**src/imc_pkg.sv**
```systemverilog
/*
  constants and types for the input mux and mode control block.
  assumes a single 10 MHz clock and a synchronous active-low reset.
*/
// Operation
// - both pairs present: driver one on by default
// - all drivers off bit forces both off
// - host may swap active input when both valid
// - high impedance request forces both drivers off
// - drive only present inputs; input one preferred
// - report both pairs present when detected
// - reverse power entry write sets all drivers off
// - overvoltage in reverse power drops drivers and charge, keeps reverse power
// - watchdog expiry clears reverse power enable
// - bypass and charge turn on bypass switches
// - fault in bypass clears charge only
// - driver turns on only when all conditions hold
// - at reset grounded driver pin means pair absent
package imc_pkg;
  localparam int ADDR_W = 4;
  localparam int DATA_W = 8;
  // register offsets
  localparam logic [3:0] REG_CTRL = 4'h0;
  localparam logic [3:0] REG_DRIVE = 4'h1;
  localparam logic [3:0] REG_STAT = 4'h2;
  localparam logic [3:0] REG_PULL = 4'h3;
  // control register fields
  localparam int CTRL_ALL_OFF = 0;
  localparam int CTRL_HIZ = 1;
  localparam int CTRL_REV = 2;
  localparam int CTRL_CHG = 3;
  localparam int CTRL_BYP = 4;
  // drive register fields
  localparam int DRV_ONE = 0;
  localparam int DRV_TWO = 1;
  // status register fields
  localparam int ST_PAIR_ONE = 0;
  localparam int ST_PAIR_TWO = 1;
  localparam int ST_BYPASS_ON = 2;
  localparam int ST_CONV_ON = 3;
  // pulldown register fields
  localparam int PD_RAIL = 0;
  localparam int PD_ONE = 1;
  localparam int PD_TWO = 2;
  // reset values
  localparam logic [7:0] CTRL_RST = 8'h00;
  localparam logic [7:0] PULL_RST = 8'h00;
  // strap sampling time after reset release
  localparam int STRAP_NS = 1000;
  localparam int CLK_NS = 100;
  localparam int STRAP_CYC = (STRAP_NS + CLK_NS - 1) / CLK_NS;
  typedef enum logic [1:0] {SEL_NONE, SEL_ONE, SEL_TWO} imc_sel_t;
endpackage

```
**src/imc_cond_if.sv**
```systemverilog
/*
  interface carrying the synchronised analog conditions between the
  input front end and the control core.
  assumes both ends run on the same clock.
*/
`timescale 1ns/1ps
interface imc_cond_if;
  logic in_one_ok;
  logic in_two_ok;
  logic rail_low;
  logic ovp_fault;
  logic any_fault;
  logic wdog_expired;
  modport src (output in_one_ok, in_two_ok, rail_low, ovp_fault, any_fault, wdog_expired);
  modport dst (input in_one_ok, in_two_ok, rail_low, ovp_fault, any_fault, wdog_expired);
endinterface

```
**src/imc_sync.sv**
```systemverilog
/*
  two flip-flop synchroniser bank for the analog comparator inputs,
  feeding combined condition levels to the core.
  assumes inputs are asynchronous levels.
*/
`timescale 1ns/1ps
module imc_sync (
  input wire logic clock,
  input wire logic rst_n,
  input wire logic [7:0] raw_in,
  imc_cond_if.src cond
);
  import imc_pkg::*;
  logic [7:0] s1_q, s1_d, s2_q, s2_d;
  // next values of both stages
  always_comb begin
    s1_d = raw_in;
    s2_d = s1_q;
  end
  // register stages
  always_ff @(posedge clock) begin
    if (!rst_n) begin
      s1_q <= 8'h00;
      s2_q <= 8'h00;
    end else begin
      s1_q <= s1_d;
      s2_q <= s2_d;
    end
  end
  // raw bits: 0 in1 present, 1 in1 ovp, 2 in2 present, 3 in2 ovp,
  // 4 rail present, 5 rail ovp, 6 other fault, 7 watchdog expired
  assign cond.in_one_ok = s2_q[0] & ~s2_q[1];
  assign cond.in_two_ok = s2_q[2] & ~s2_q[3];
  assign cond.rail_low = ~s2_q[4];
  assign cond.ovp_fault = s2_q[1] | s2_q[3] | s2_q[5];
  assign cond.any_fault = s2_q[1] | s2_q[3] | s2_q[5] | s2_q[6];
  assign cond.wdog_expired = s2_q[7];
endmodule // imc_sync

```
**src/imc_top.sv**
```systemverilog
/*
  input mux and mode control: gate driver selection, reverse power
  entry and fault handling, bypass mode switch control, host registers.
  assumes host register port on the same clock; pins sampled twice.
*/
// Chosen here: the address map and the plain strobed port.
`timescale 1ns/1ps
module imc_top (
  input wire logic clock,
  input wire logic rst_n,
  input wire logic [imc_pkg::ADDR_W-1:0] addr,
  input wire logic [imc_pkg::DATA_W-1:0] wdata,
  input wire logic wr_en,
  input wire logic rd_en,
  output logic [imc_pkg::DATA_W-1:0] rdata,
  input wire logic adapter_input_one_present,
  input wire logic adapter_input_one_ovp,
  input wire logic adapter_input_two_present,
  input wire logic adapter_input_two_ovp,
  input wire logic converter_input_rail_present,
  input wire logic rail_overvoltage_fault,
  input wire logic other_fault,
  input wire logic watchdog_expired,
  input wire logic drv_one_grounded,
  input wire logic drv_two_grounded,
  output logic gate_driver_one,
  output logic gate_driver_two,
  output logic bypass_switches_on,
  output logic converter_run,
  output logic rail_pulldown_enable,
  output logic input_one_pulldown_enable,
  output logic input_two_pulldown_enable
);
  import imc_pkg::*;

  imc_cond_if cond ();
  logic [1:0] strap_s1_q, strap_s2_q;

  // synchronise condition pins
  imc_sync u_sync (
    .clock(clock),
    .rst_n(rst_n),
    .raw_in({watchdog_expired, other_fault, rail_overvoltage_fault,
             converter_input_rail_present, adapter_input_two_ovp,
             adapter_input_two_present, adapter_input_one_ovp,
             adapter_input_one_present}),
    .cond(cond)
  );

  // strap pins through two flops before use
  always_ff @(posedge clock) begin
    if (!rst_n) begin
      strap_s1_q <= 2'b00;
      strap_s2_q <= 2'b00;
    end else begin
      strap_s1_q <= {drv_two_grounded, drv_one_grounded};
      strap_s2_q <= strap_s1_q;
    end
  end

  // ---- population detection after reset release
  logic [3:0] strap_cnt_q, strap_cnt_d;
  logic pair_one_q, pair_one_d, pair_two_q, pair_two_d;
  logic strap_done_q, strap_done_d;

  // wait STRAP_CYC then latch the grounded test once
  always_comb begin
    strap_cnt_d = strap_cnt_q;
    strap_done_d = strap_done_q;
    pair_one_d = pair_one_q;
    pair_two_d = pair_two_q;
    if (!strap_done_q) begin
      if (strap_cnt_q == 4'(STRAP_CYC)) begin
        strap_done_d = 1'b1;
        pair_one_d = ~strap_s2_q[0];
        pair_two_d = ~strap_s2_q[1];
      end else begin
        strap_cnt_d = strap_cnt_q + 4'h1;
      end
    end
  end

  always_ff @(posedge clock) begin
    if (!rst_n) begin
      strap_cnt_q <= 4'h0;
      strap_done_q <= 1'b0;
      pair_one_q <= 1'b0;
      pair_two_q <= 1'b0;
    end else begin
      strap_cnt_q <= strap_cnt_d;
      strap_done_q <= strap_done_d;
      pair_one_q <= pair_one_d;
      pair_two_q <= pair_two_d;
    end
  end

  // ---- control registers
  logic [7:0] ctrl_q, ctrl_d;
  logic [7:0] pull_q, pull_d;
  imc_sel_t sel_q, sel_d;
  logic ovp_q, ovp_d;
  logic fault_q, fault_d;
  logic wr_ctrl, wr_drive, wr_pull;
  logic permit_one, permit_two, both_dual;

  assign wr_ctrl = wr_en && addr == REG_CTRL;
  assign wr_drive = wr_en && addr == REG_DRIVE;
  assign wr_pull = wr_en && addr == REG_PULL;
  assign both_dual = pair_one_q & pair_two_q;

  // per-port turn-on permission
  always_comb begin
    permit_one = pair_one_q & cond.in_one_ok & ~ctrl_q[CTRL_ALL_OFF]
                 & ~ctrl_q[CTRL_HIZ] & cond.rail_low;
    permit_two = pair_two_q & cond.in_two_ok & ~ctrl_q[CTRL_ALL_OFF]
                 & ~ctrl_q[CTRL_HIZ] & cond.rail_low;
  end

  // control register next state with hardware overrides
  always_comb begin
    ctrl_d = ctrl_q;
    pull_d = pull_q;
    ovp_d = cond.ovp_fault;
    fault_d = cond.any_fault;
    if (wr_ctrl) begin
      ctrl_d = {3'b000, wdata[4:0]};
      if (wdata[CTRL_REV] && !ctrl_q[CTRL_REV]) begin
        ctrl_d[CTRL_ALL_OFF] = 1'b1;
      end
    end
    if (wr_pull) begin
      pull_d = {5'b00000, wdata[2:0]};
    end
    // rising fault: charge dropped, bypass kept
    if (cond.any_fault && !fault_q) begin
      ctrl_d[CTRL_CHG] = 1'b0;
    end
    if (cond.wdog_expired) begin
      ctrl_d[CTRL_REV] = 1'b0;
      ctrl_d[CTRL_CHG] = 1'b0;
    end
  end

  // driver selection: default input one, host swap, forced off
  always_comb begin
    sel_d = sel_q;
    if (wr_drive) begin
      if (wdata[DRV_ONE]) begin
        sel_d = SEL_ONE;
      end else if (wdata[DRV_TWO]) begin
        sel_d = SEL_TWO;
      end else begin
        sel_d = SEL_NONE;
      end
    end else if (!ctrl_q[CTRL_REV] && sel_q == SEL_NONE) begin
      // automatic choice outside reverse power
      if (permit_one) begin
        sel_d = SEL_ONE;
      end else if (permit_two && !cond.in_one_ok) begin
        sel_d = SEL_TWO;
      end
    end
    // active port lost: clear so state matches hardware
    case (sel_d)
      SEL_ONE: if (!permit_one) sel_d = SEL_NONE;
      SEL_TWO: if (!permit_two) sel_d = SEL_NONE;
      default: sel_d = SEL_NONE;
    endcase
    if (ctrl_q[CTRL_REV] && cond.ovp_fault) begin
      sel_d = SEL_NONE;
    end
  end

  always_ff @(posedge clock) begin
    if (!rst_n) begin
      ctrl_q <= CTRL_RST;
      pull_q <= PULL_RST;
      sel_q <= SEL_NONE;
      ovp_q <= 1'b0;
      fault_q <= 1'b0;
    end else begin
      ctrl_q <= ctrl_d;
      pull_q <= pull_d;
      sel_q <= sel_d;
      ovp_q <= ovp_d;
      fault_q <= fault_d;
    end
  end

  // ---- registered outputs
  logic drv1_d, drv2_d, byp_d, conv_d;
  logic [7:0] rdata_d;

  // output drive and read mux
  always_comb begin
    drv1_d = sel_d == SEL_ONE;
    drv2_d = sel_d == SEL_TWO;
    byp_d = ctrl_d[CTRL_BYP] & ctrl_d[CTRL_CHG];
    conv_d = ~ctrl_d[CTRL_BYP] & ctrl_d[CTRL_CHG];
    rdata_d = 8'h00;
    if (rd_en) begin
      case (addr)
        REG_CTRL: rdata_d = ctrl_q;
        REG_DRIVE: rdata_d = {6'b000000, gate_driver_two, gate_driver_one};
        REG_STAT: rdata_d = {4'h0, converter_run, bypass_switches_on,
                             pair_two_q, pair_one_q};
        REG_PULL: rdata_d = pull_q;
        default: rdata_d = 8'h00;
      endcase
    end
  end

  always_ff @(posedge clock) begin
    if (!rst_n) begin
      gate_driver_one <= 1'b0;
      gate_driver_two <= 1'b0;
      bypass_switches_on <= 1'b0;
      converter_run <= 1'b0;
      rail_pulldown_enable <= 1'b0;
      input_one_pulldown_enable <= 1'b0;
      input_two_pulldown_enable <= 1'b0;
      rdata <= 8'h00;
    end else begin
      gate_driver_one <= drv1_d;
      gate_driver_two <= drv2_d;
      bypass_switches_on <= byp_d;
      converter_run <= conv_d;
      rail_pulldown_enable <= pull_d[PD_RAIL];
      input_one_pulldown_enable <= pull_d[PD_ONE];
      input_two_pulldown_enable <= pull_d[PD_TWO];
      rdata <= rdata_d;
    end
  end

  // ---- checks
  chk_one_hot_drv: assert property (@(posedge clock) disable iff (!rst_n)
    !(gate_driver_one && gate_driver_two))
    else $error("both gate drivers on");
  chk_alloff_kills: assert property (@(posedge clock) disable iff (!rst_n)
    ctrl_q[CTRL_ALL_OFF] |=> !gate_driver_one && !gate_driver_two)
    else $error("drivers on while all off set");
  chk_hiz_kills: assert property (@(posedge clock) disable iff (!rst_n)
    ctrl_q[CTRL_HIZ] |=> !gate_driver_one && !gate_driver_two)
    else $error("drivers on while high impedance");
  chk_rev_sets_off: assert property (@(posedge clock) disable iff (!rst_n)
    wr_ctrl && wdata[CTRL_REV] && !ctrl_q[CTRL_REV] |=> ctrl_q[CTRL_ALL_OFF])
    else $error("reverse entry did not set all off");
  chk_wdog_clears: assert property (@(posedge clock) disable iff (!rst_n)
    cond.wdog_expired |=> !ctrl_q[CTRL_REV])
    else $error("watchdog left reverse power on");
  chk_rev_ovp_drop: assert property (@(posedge clock) disable iff (!rst_n)
    ctrl_q[CTRL_REV] && cond.ovp_fault && !cond.wdog_expired && !wr_ctrl
    |=> !gate_driver_one && !gate_driver_two && ctrl_q[CTRL_REV])
    else $error("reverse ovp handling wrong");
  chk_bypass_fault: assert property (@(posedge clock) disable iff (!rst_n)
    cond.any_fault && !fault_q && ctrl_q[CTRL_BYP] && !wr_ctrl
    |=> !ctrl_q[CTRL_CHG] && ctrl_q[CTRL_BYP])
    else $error("bypass fault handling wrong");
  chk_drv_permit: assert property (@(posedge clock) disable iff (!rst_n)
    gate_driver_one |-> $past(permit_one))
    else $error("driver one on without permission");
  chk_bypass_out: assert property (@(posedge clock) disable iff (!rst_n)
    ctrl_q[CTRL_BYP] && ctrl_q[CTRL_CHG] |-> bypass_switches_on)
    else $error("bypass switches not on");
  cov_default_one: cover property (@(posedge clock) disable iff (!rst_n)
    both_dual && !gate_driver_one ##1 gate_driver_one);
  cov_swap_two: cover property (@(posedge clock) disable iff (!rst_n)
    gate_driver_one ##1 gate_driver_two);
  cov_rev_entry: cover property (@(posedge clock) disable iff (!rst_n)
    wr_ctrl && wdata[CTRL_REV] ##1 ctrl_q[CTRL_ALL_OFF]);
  cov_bypass: cover property (@(posedge clock) disable iff (!rst_n)
    bypass_switches_on);
endmodule // imc_top

```
**config.mk**
```make
export PLATFORM = sky130hd
export DESIGN_NAME = imc_top
export DESIGN_NICKNAME = d
export VERILOG_FILES = /design/src/imc_pkg.sv /design/src/imc_cond_if.sv /design/src/imc_sync.sv /design/src/imc_top.sv
export SDC_FILE = /design/constraint.sdc
export NUM_CORES = 1
export LEC_CHECK = 0
export BUFFER_PORTS_ARGS = -buffer_cell sky130_fd_sc_hd__buf_2
export CORE_AREA = 2 2 71 73
export CTS_BUF_LIST = sky130_fd_sc_hd__clkbuf_4 sky130_fd_sc_hd__clkbuf_8 sky130_fd_sc_hd__clkbuf_16
export DETAILED_ROUTE_END_ITERATION = 10
export DIE_AREA = 0 0 73 75
export SLEW_MARGIN = 20
export SYNTH_ARGS = -nofsm -noshare
export SYNTH_HDL_FRONTEND = slang
export SYNTH_HIERARCHICAL = 1
export SYNTH_SLANG_ARGS = --single-unit
```
**constraint.sdc**
```tcl
create_clock -name clock -period 2.97 [get_ports clock]
set_input_delay 0.4455 -clock clock [delete_from_list [all_inputs] [get_ports clock]]
set_output_delay 0.4455 -clock clock [all_outputs]
set_load 0.005 [all_outputs]
```
== Yosys cells after proc, flatten, opt, wreduce, memory -nomap -nowiden ==
Index checks and enable logic that the tools add are counted.

* Logic and storage cells: 92
* Bits in read-only memories: 0
* RAM bits: 0
* Memories: 0
* Latch bits: 0
* Bits in registers: 53
* Output and inout bits: 15
* Bits of input ports: 26

* Reduce and logical (&&, ||, !) cells: 17
* Multipliers: 0
* Multiplexer cells: 18
* Shifts and indexed selects: 0
* Div/mod/pow operators: 0
* Eq/ne operators: 8
* Magnitude comparators: 0
* Add/subtract/negate cells: 1
* Bitwise logic cells: 26

{| class="wikitable"
|+ Operator list
! operator !! count
|-
| two-way mux 2 bit || 10
|-
| case mux 5 bit (4 select lines) || 1
|-
| bitwise AND 1 bit || 12
|-
| inverter 1 bit || 11
|-
| equality test 4 x 2 -> 1 bit (second input constant) || 2
|-
| logical AND 1 bit || 8
|-
| AND reduction 2 bit || 3
|-
| two-way mux 5 bit || 1
|-
| adder 4 x 1 -> 4 bit (second input constant) || 1
|-
| equality test 2 x 1 -> 1 bit (second input constant) || 2
|-
| equality test 2 bit (second input constant) || 2
|-
| equality test 4 x 1 -> 1 bit (second input constant) || 1
|-
| equality test 4 bit (second input constant) || 1
|-
| logical NOT 4 bit || 1
|-
| two-way mux 1 bit || 4
|-
| case mux 2 bit (2 select lines) || 1
|-
| logical NOT 1 bit || 3
|-
| two-way mux 3 bit || 1
|-
| OR 1 bit || 3
|-
| logical NOT 2 bit || 1
|-
| OR reduction 2 bit || 1
|}

== Longest topological paths before layout ==
* Word-level depth: 15
* Gate-level depth with buffers: 10
* Gate-level depth less buffers: 10

== Modules after synthesis ==
Netlist, hierarchy kept.

{| class="wikitable"
|+ By module, submodules not included
! module !! seq. area each (um2) !! area an instance (um2) !! instances !! cells an instance
|-
| imc_top || 620.6 || 1383.8 || 1 || 132
|-
| imc_sync || 320.3 || 459.2 || 1 || 38
|}

== Worst setup path before layout ==
No wires, ideal clock.

* Path kind: in2reg
* Start point: in addr[1] in the netlist's numbering
* End point: reg gate_driver_two
* Arrival time: 2.091 ns
* Required time: 2.882 ns
* Stages on the path: 9
* Buffers on the path: 1
* Library setup time: 0.088 ns
* Setup slack: 0.792 ns
* Cells stage by stage: buf_2 clkinv_2 a221oi_2 nor2_2 inv_1 ha_1 nor4b_1 nand4_1 nor4b_2

* Longest elaborated chain between the ends: 7
* Elaborated cells on any way between the ends: 10
* Classes of those cells: eq/ne: 4; mux: 5; reduce/logical: 1

{| class="wikitable"
|+ Ends and longest elaborated chain
! item !! RTL line !! source
|-
| from (decl) || imc_top.sv:11 || <nowiki>input wire logic [imc_pkg::ADDR_W-1:0] addr,</nowiki>
|-
| equality test 4 x 1 -> 1 bit (*) || imc_top.sv:107 || <nowiki>assign wr_drive = wr_en && addr == REG_DRIVE;</nowiki>
|-
| logical AND 1 bit (*) || imc_top.sv:107 ||
|-
| two-way mux 2 bit (*) || imc_top.sv:147 || <nowiki>if (wr_drive) begin</nowiki>
|-
| equality test 2 bit, or another cell as far along || imc_top.sv:164 || <nowiki>case (sel_d)</nowiki>
|-
| case mux 2 bit (2 select lines) (*) || imc_top.sv:164 ||
|-
| two-way mux 2 bit (*) || imc_top.sv:169 || <nowiki>if (ctrl_q[CTRL_REV] && cond.ovp_fault) begin</nowiki>
|-
| equality test 2 bit (*) || imc_top.sv:197 || <nowiki>drv2_d = sel_d == SEL_TWO;</nowiki>
|-
| to (signal assigned) || imc_top.sv:225 || <nowiki>gate_driver_two <= drv2_d;</nowiki>
|-
| to (decl) || imc_top.sv:27 || <nowiki>output logic gate_driver_two,</nowiki>
|}

Every way passes the cells marked *; elsewhere a longest branch is shown, timed or not.
A chain may end at the register's enable or synchronous reset.

== Worst setup path after layout ==
* Start point: reg u_sync.s2_q[3]
* End point: reg gate_driver_two

* Longest elaborated chain between the ends: 15
* Elaborated cells on any way between the ends: 21
* Classes of those cells: eq/ne: 3; mux: 8; bitwise: 8; reduce/logical: 2

{| class="wikitable"
|+ Ends and longest elaborated chain
! item !! RTL line !! source
|-
| from (decl) || imc_sync.sv:14 || <nowiki>logic [7:0] s1_q, s1_d, s2_q, s2_d;</nowiki>
|-
| from (signal assigned) || imc_sync.sv:24 || <nowiki>s2_q <= 8'h00;</nowiki>
|-
| from (signal assigned) || imc_sync.sv:27 || <nowiki>s2_q <= s2_d;</nowiki>
|-
| inverter 1 bit (*) || imc_sync.sv:33 || <nowiki>assign cond.in_two_ok = s2_q[2] & ~s2_q[3];</nowiki>
|-
| bitwise AND 1 bit (*) || imc_sync.sv:33 ||
|-
| net cond.in_two_ok || imc_cond_if.sv:9 || <nowiki>logic in_two_ok;</nowiki>
|-
| bitwise AND 1 bit (*) (2 in a row) || imc_top.sv:115 || <nowiki>permit_two = pair_two_q & cond.in_two_ok & ~ctrl_q[CTRL_ALL_OFF]</nowiki>
|-
| bitwise AND 1 bit (*) (2 in a row) || imc_top.sv:116 || <nowiki>& ~ctrl_q[CTRL_HIZ] & cond.rail_low;</nowiki>
|-
| logical AND 1 bit || imc_top.sv:159 || <nowiki>end else if (permit_two && !cond.in_one_ok) begin</nowiki>
|-
| two-way mux 2 bit || imc_top.sv:159 ||
|-
| two-way mux 2 bit || imc_top.sv:157 || <nowiki>if (permit_one) begin</nowiki>
|-
| two-way mux 2 bit || imc_top.sv:155 || <nowiki>end else if (!ctrl_q[CTRL_REV] && sel_q == SEL_NONE) begin</nowiki>
|-
| two-way mux 2 bit || imc_top.sv:147 ||
|-
| equality test 2 bit, or another cell as far along || imc_top.sv:164 ||
|-
| case mux 2 bit (2 select lines) (*) || imc_top.sv:164 ||
|-
| two-way mux 2 bit (*) || imc_top.sv:169 ||
|-
| equality test 2 bit (*) || imc_top.sv:197 ||
|}

The timed path passes the listed nets; every way through them passes the cells marked *.

==> key figures <==
STA
  • Max Clock Freq: 427.2 MHz
  • Slew Viols, Final: 0
  • Min Tclk post-route: 2341 ps
  • Final WS setup: 629.1 ps
  • Final Hold Viols: 0
  • Final Skew: between 4 and 5 ps
  • Slew headroom: 0.6530
  • Slew @ Worst Pin: 520.4 ps
  • Final Setup Violations: 0
  • RSZ-0062 raised after global routing: false
  • Period Utilization, post-route: 0.7882
  • TNS Setup: 0 ps

Drt
  • Routed WL: 2.859 mm
  • DR pass1 iterations: 4
  • Detail Route Antenna Nets: 0
  • Avg WL per Cell: around 11 um
  • Vias post-DR: 1226
  • Remaining DRCs: 0
  • Vias per std cell: 4.715
  • DR iter-0 viols: 29

Power
  • Leakage: 0.9933 nW
  • IR drop worst, VDD: 302.8 uV
  • Power density over the cells: 555.6 nW/um^2

Setup path
  • CP max-delay cell: dfxtp_1
  • Worst path cell trace: and2b_2 > nor4bb_1 > a221oi_2 > nor2_2 > inv_1 > ha_1 > nor4b_1 > nand4_1 > nor4b_2
  • CP endpoint kind: flop
  • Crit path kind: reg2reg
  • Worst path arrival time: 2550 ps
  • Worst EP required: 3180 ps
  • CP bufs+invs: 1
  • Crit start category: flop
  • Cell family with most CP delay: simple AND/OR/NAND/NOR gates
  • CP max FO: 4
  • Crit-path max cell delay: 320 ps
  • Reg2Reg Depth: 9
  • Critical path depth: 9

Synthesis
  • Mux contribution to synthesized area: 0.08418
  • Synth unique cells: 40
  • Synth warn: 6
  • Post-synth top area share: 0.5105
  • Main flop type after synthesis: dfxtp_1
  • Post-Syn Area: roughly 1800 sq um
  • Synth area leaders: dfxtp_1, and2_1, mux2i_1
  • Seq/Total Area, Yosys: 0.5105
  • Synth area leader: dfxtp_1
  • Largest family of logic cells by synthesized area: simple AND/OR/NAND/NOR gates
  • Post-Synth Adder-Cell Area: 0.02716
  • Top cells by count, synth: dfxtp_1, and2_1, nor2b_1
  • XOR/XNOR share of the synthesized area: 0.01426
  • Post-Synth Simple-Gate Area: 0.2641
  • Asr flop ratio synth: 0
  • Compound-Gate Fraction of Synth Area: 0.05092
  • Count leader, synth: dfxtp_1
  • Synth Instances: 170
  • Post-Syn Area per Cell: 10.84 sq um
  • Register bit count reported by yosys: 47
  • EDFF count, synth: 0

Clock tree
  • CTS sink count: 47
  • Clock tree buffer depth: 2
  • Clk_lat worst skew: 290 ps
  • H-tree levels: 2
  • CTS Root Cell: clkbuf_8
  • CTS tree: built
  • CTS-repair resized insts: 0
  • CTS buffer count: 5
  • Clock slew at reported path FFs: around 80 ps
  • Number of setup buffers added after CTS: 0
  • # hold bufs at CTS: 0

Place
  • Detail Placement HPWL: 2.112 mm
  • Pre-CTS setup slack: 471.7 ps
  • Port-buffer cells: 34
  • Placer Congestion: 0.7555

Die
  • Row cnt: 25
  • Die width: around 73 um
  • Initial core utilization: 0.3954
  • Io pins: 41
  • Core Area: 4661 sq um
  • Die area: 5475 sq um
  • Die H: 75 um

Finish
  • Syn-to-layout area delta: 16.90%
  • Layout net count: 235
  • Diode count: 0
  • Fraction of layout cells with a size suffix above 1: 0.2670
  • Final Util: 0.4623

Hold path
  • Hold crit path type: in2reg
  • WHS Path Cells: 2

GRT
  • Largest net degree at the start of global routing: 39
  • GRT overflow: 0
  • Initial antenna violation count: 0
  • Vias in the first global route: 1100
  • Total GRT Usage: 0.1178
  • First-pass GRT wire length: just under 5 mm

Flow run
  • Max-cap violations: 0

Run status
  • Status: completed
[sequential cells by signal, summed over array words and instances (netlist names)]
signal	flops
strap_done_q	1
u_sync/s2_q	8
pair_two_q	1
rdata	5
fault_q	1
strap_s2_q	2
strap_s1_q	2
bypass_switches_on	1
gate_driver_one	1
sel_q	2
u_sync/s1_q	8
pull_q	3
converter_run	1
gate_driver_two	1
strap_cnt_q	4
ctrl_q	5
pair_one_q	1
[final timing paths]
kind                            slack [ps]                    from              end
worst min register to register         410          u_sync/s2_q[7]        ctrl_q[2]
worst max-delay path                   630          u_sync/s2_q[3]  gate_driver_two
worst min-delay path                   350  rail_overvoltage_fault   u_sync/s1_q[5]
worst max register to register         630          u_sync/s2_q[3]  gate_driver_two
[cells by family after synthesis]
| logic type | Yosys count |
|---|---|
| AOI/OAI and AO/OA | 10 |
| adders and majority gates | 4 |
| muxes | 11 |
| DFF | 47 |
| xor gates and xnor gates | 3 |
| and+or+nand+nor | 77 |
| buffers and inverters | 17 |
| other | 1 |
[layer usage]
metal	track usage	share of wire
met1	0.1507	0.47
met2	0.1822	0.47
met3	0.04016	0.046
met4	0.04938	0.012
met5	0	0
[power by group]
part	switching (W)	internal (W)
clock	0.000198	0.000272
combinational	0.0000331	0.0000373
sequential	0.00000760	0.000649
[worst register-to-register path, delay by kind of cell, from the launching register on]
kind,cells,cell delay (ps)
AND/OR/NAND/NOR,6,1470
flip-flops,1,320
adder cells (fa/ha/maj),1,270
AO/OA/AOI/OAI,1,140
buffers and inverters,1,60
[placed cells by master, fill, tap and decap left out, types with 3 or more instances in the layout]
master    instances
nand3_1           4
nor2_1            6
buf_2            34
nand2_1           8
dfxtp_1          47
o211a_1           4
nor2b_1          10
conb_1            3
and2_1           26
inv_1             8
clkbuf_8          6
mux2i_1           8
nor3_1            3
ha_1              4
xnor2_1           3
[stage by stage]
step	instances	instance area [sq um]	hold slack, ps	total power, W
2_1_floorplan	172	1851	388.3	0.0007193
3_3_place_gp	252	2037	407.6	0.0007422
3_5_place_dp	252	2037	405.5	0.0007430
4_1_cts	260	2155	342.5	0.001216
5_1_grt	260	2155	349.8	0.001249
6_report	260	2155	352.2	0.001197
[final cells by class]
cell class	count	area [sq um]
fill	429	2506
sequential	47	940.9
multi-input combinational	108	823.3
timing repair buffer	34	170.2
clock buffer	6	82.58
tap	54	67.56
clock inverter	2	35.03
inverter	9	35.03
Note: power is estimated with default switching activity, not from simulation.
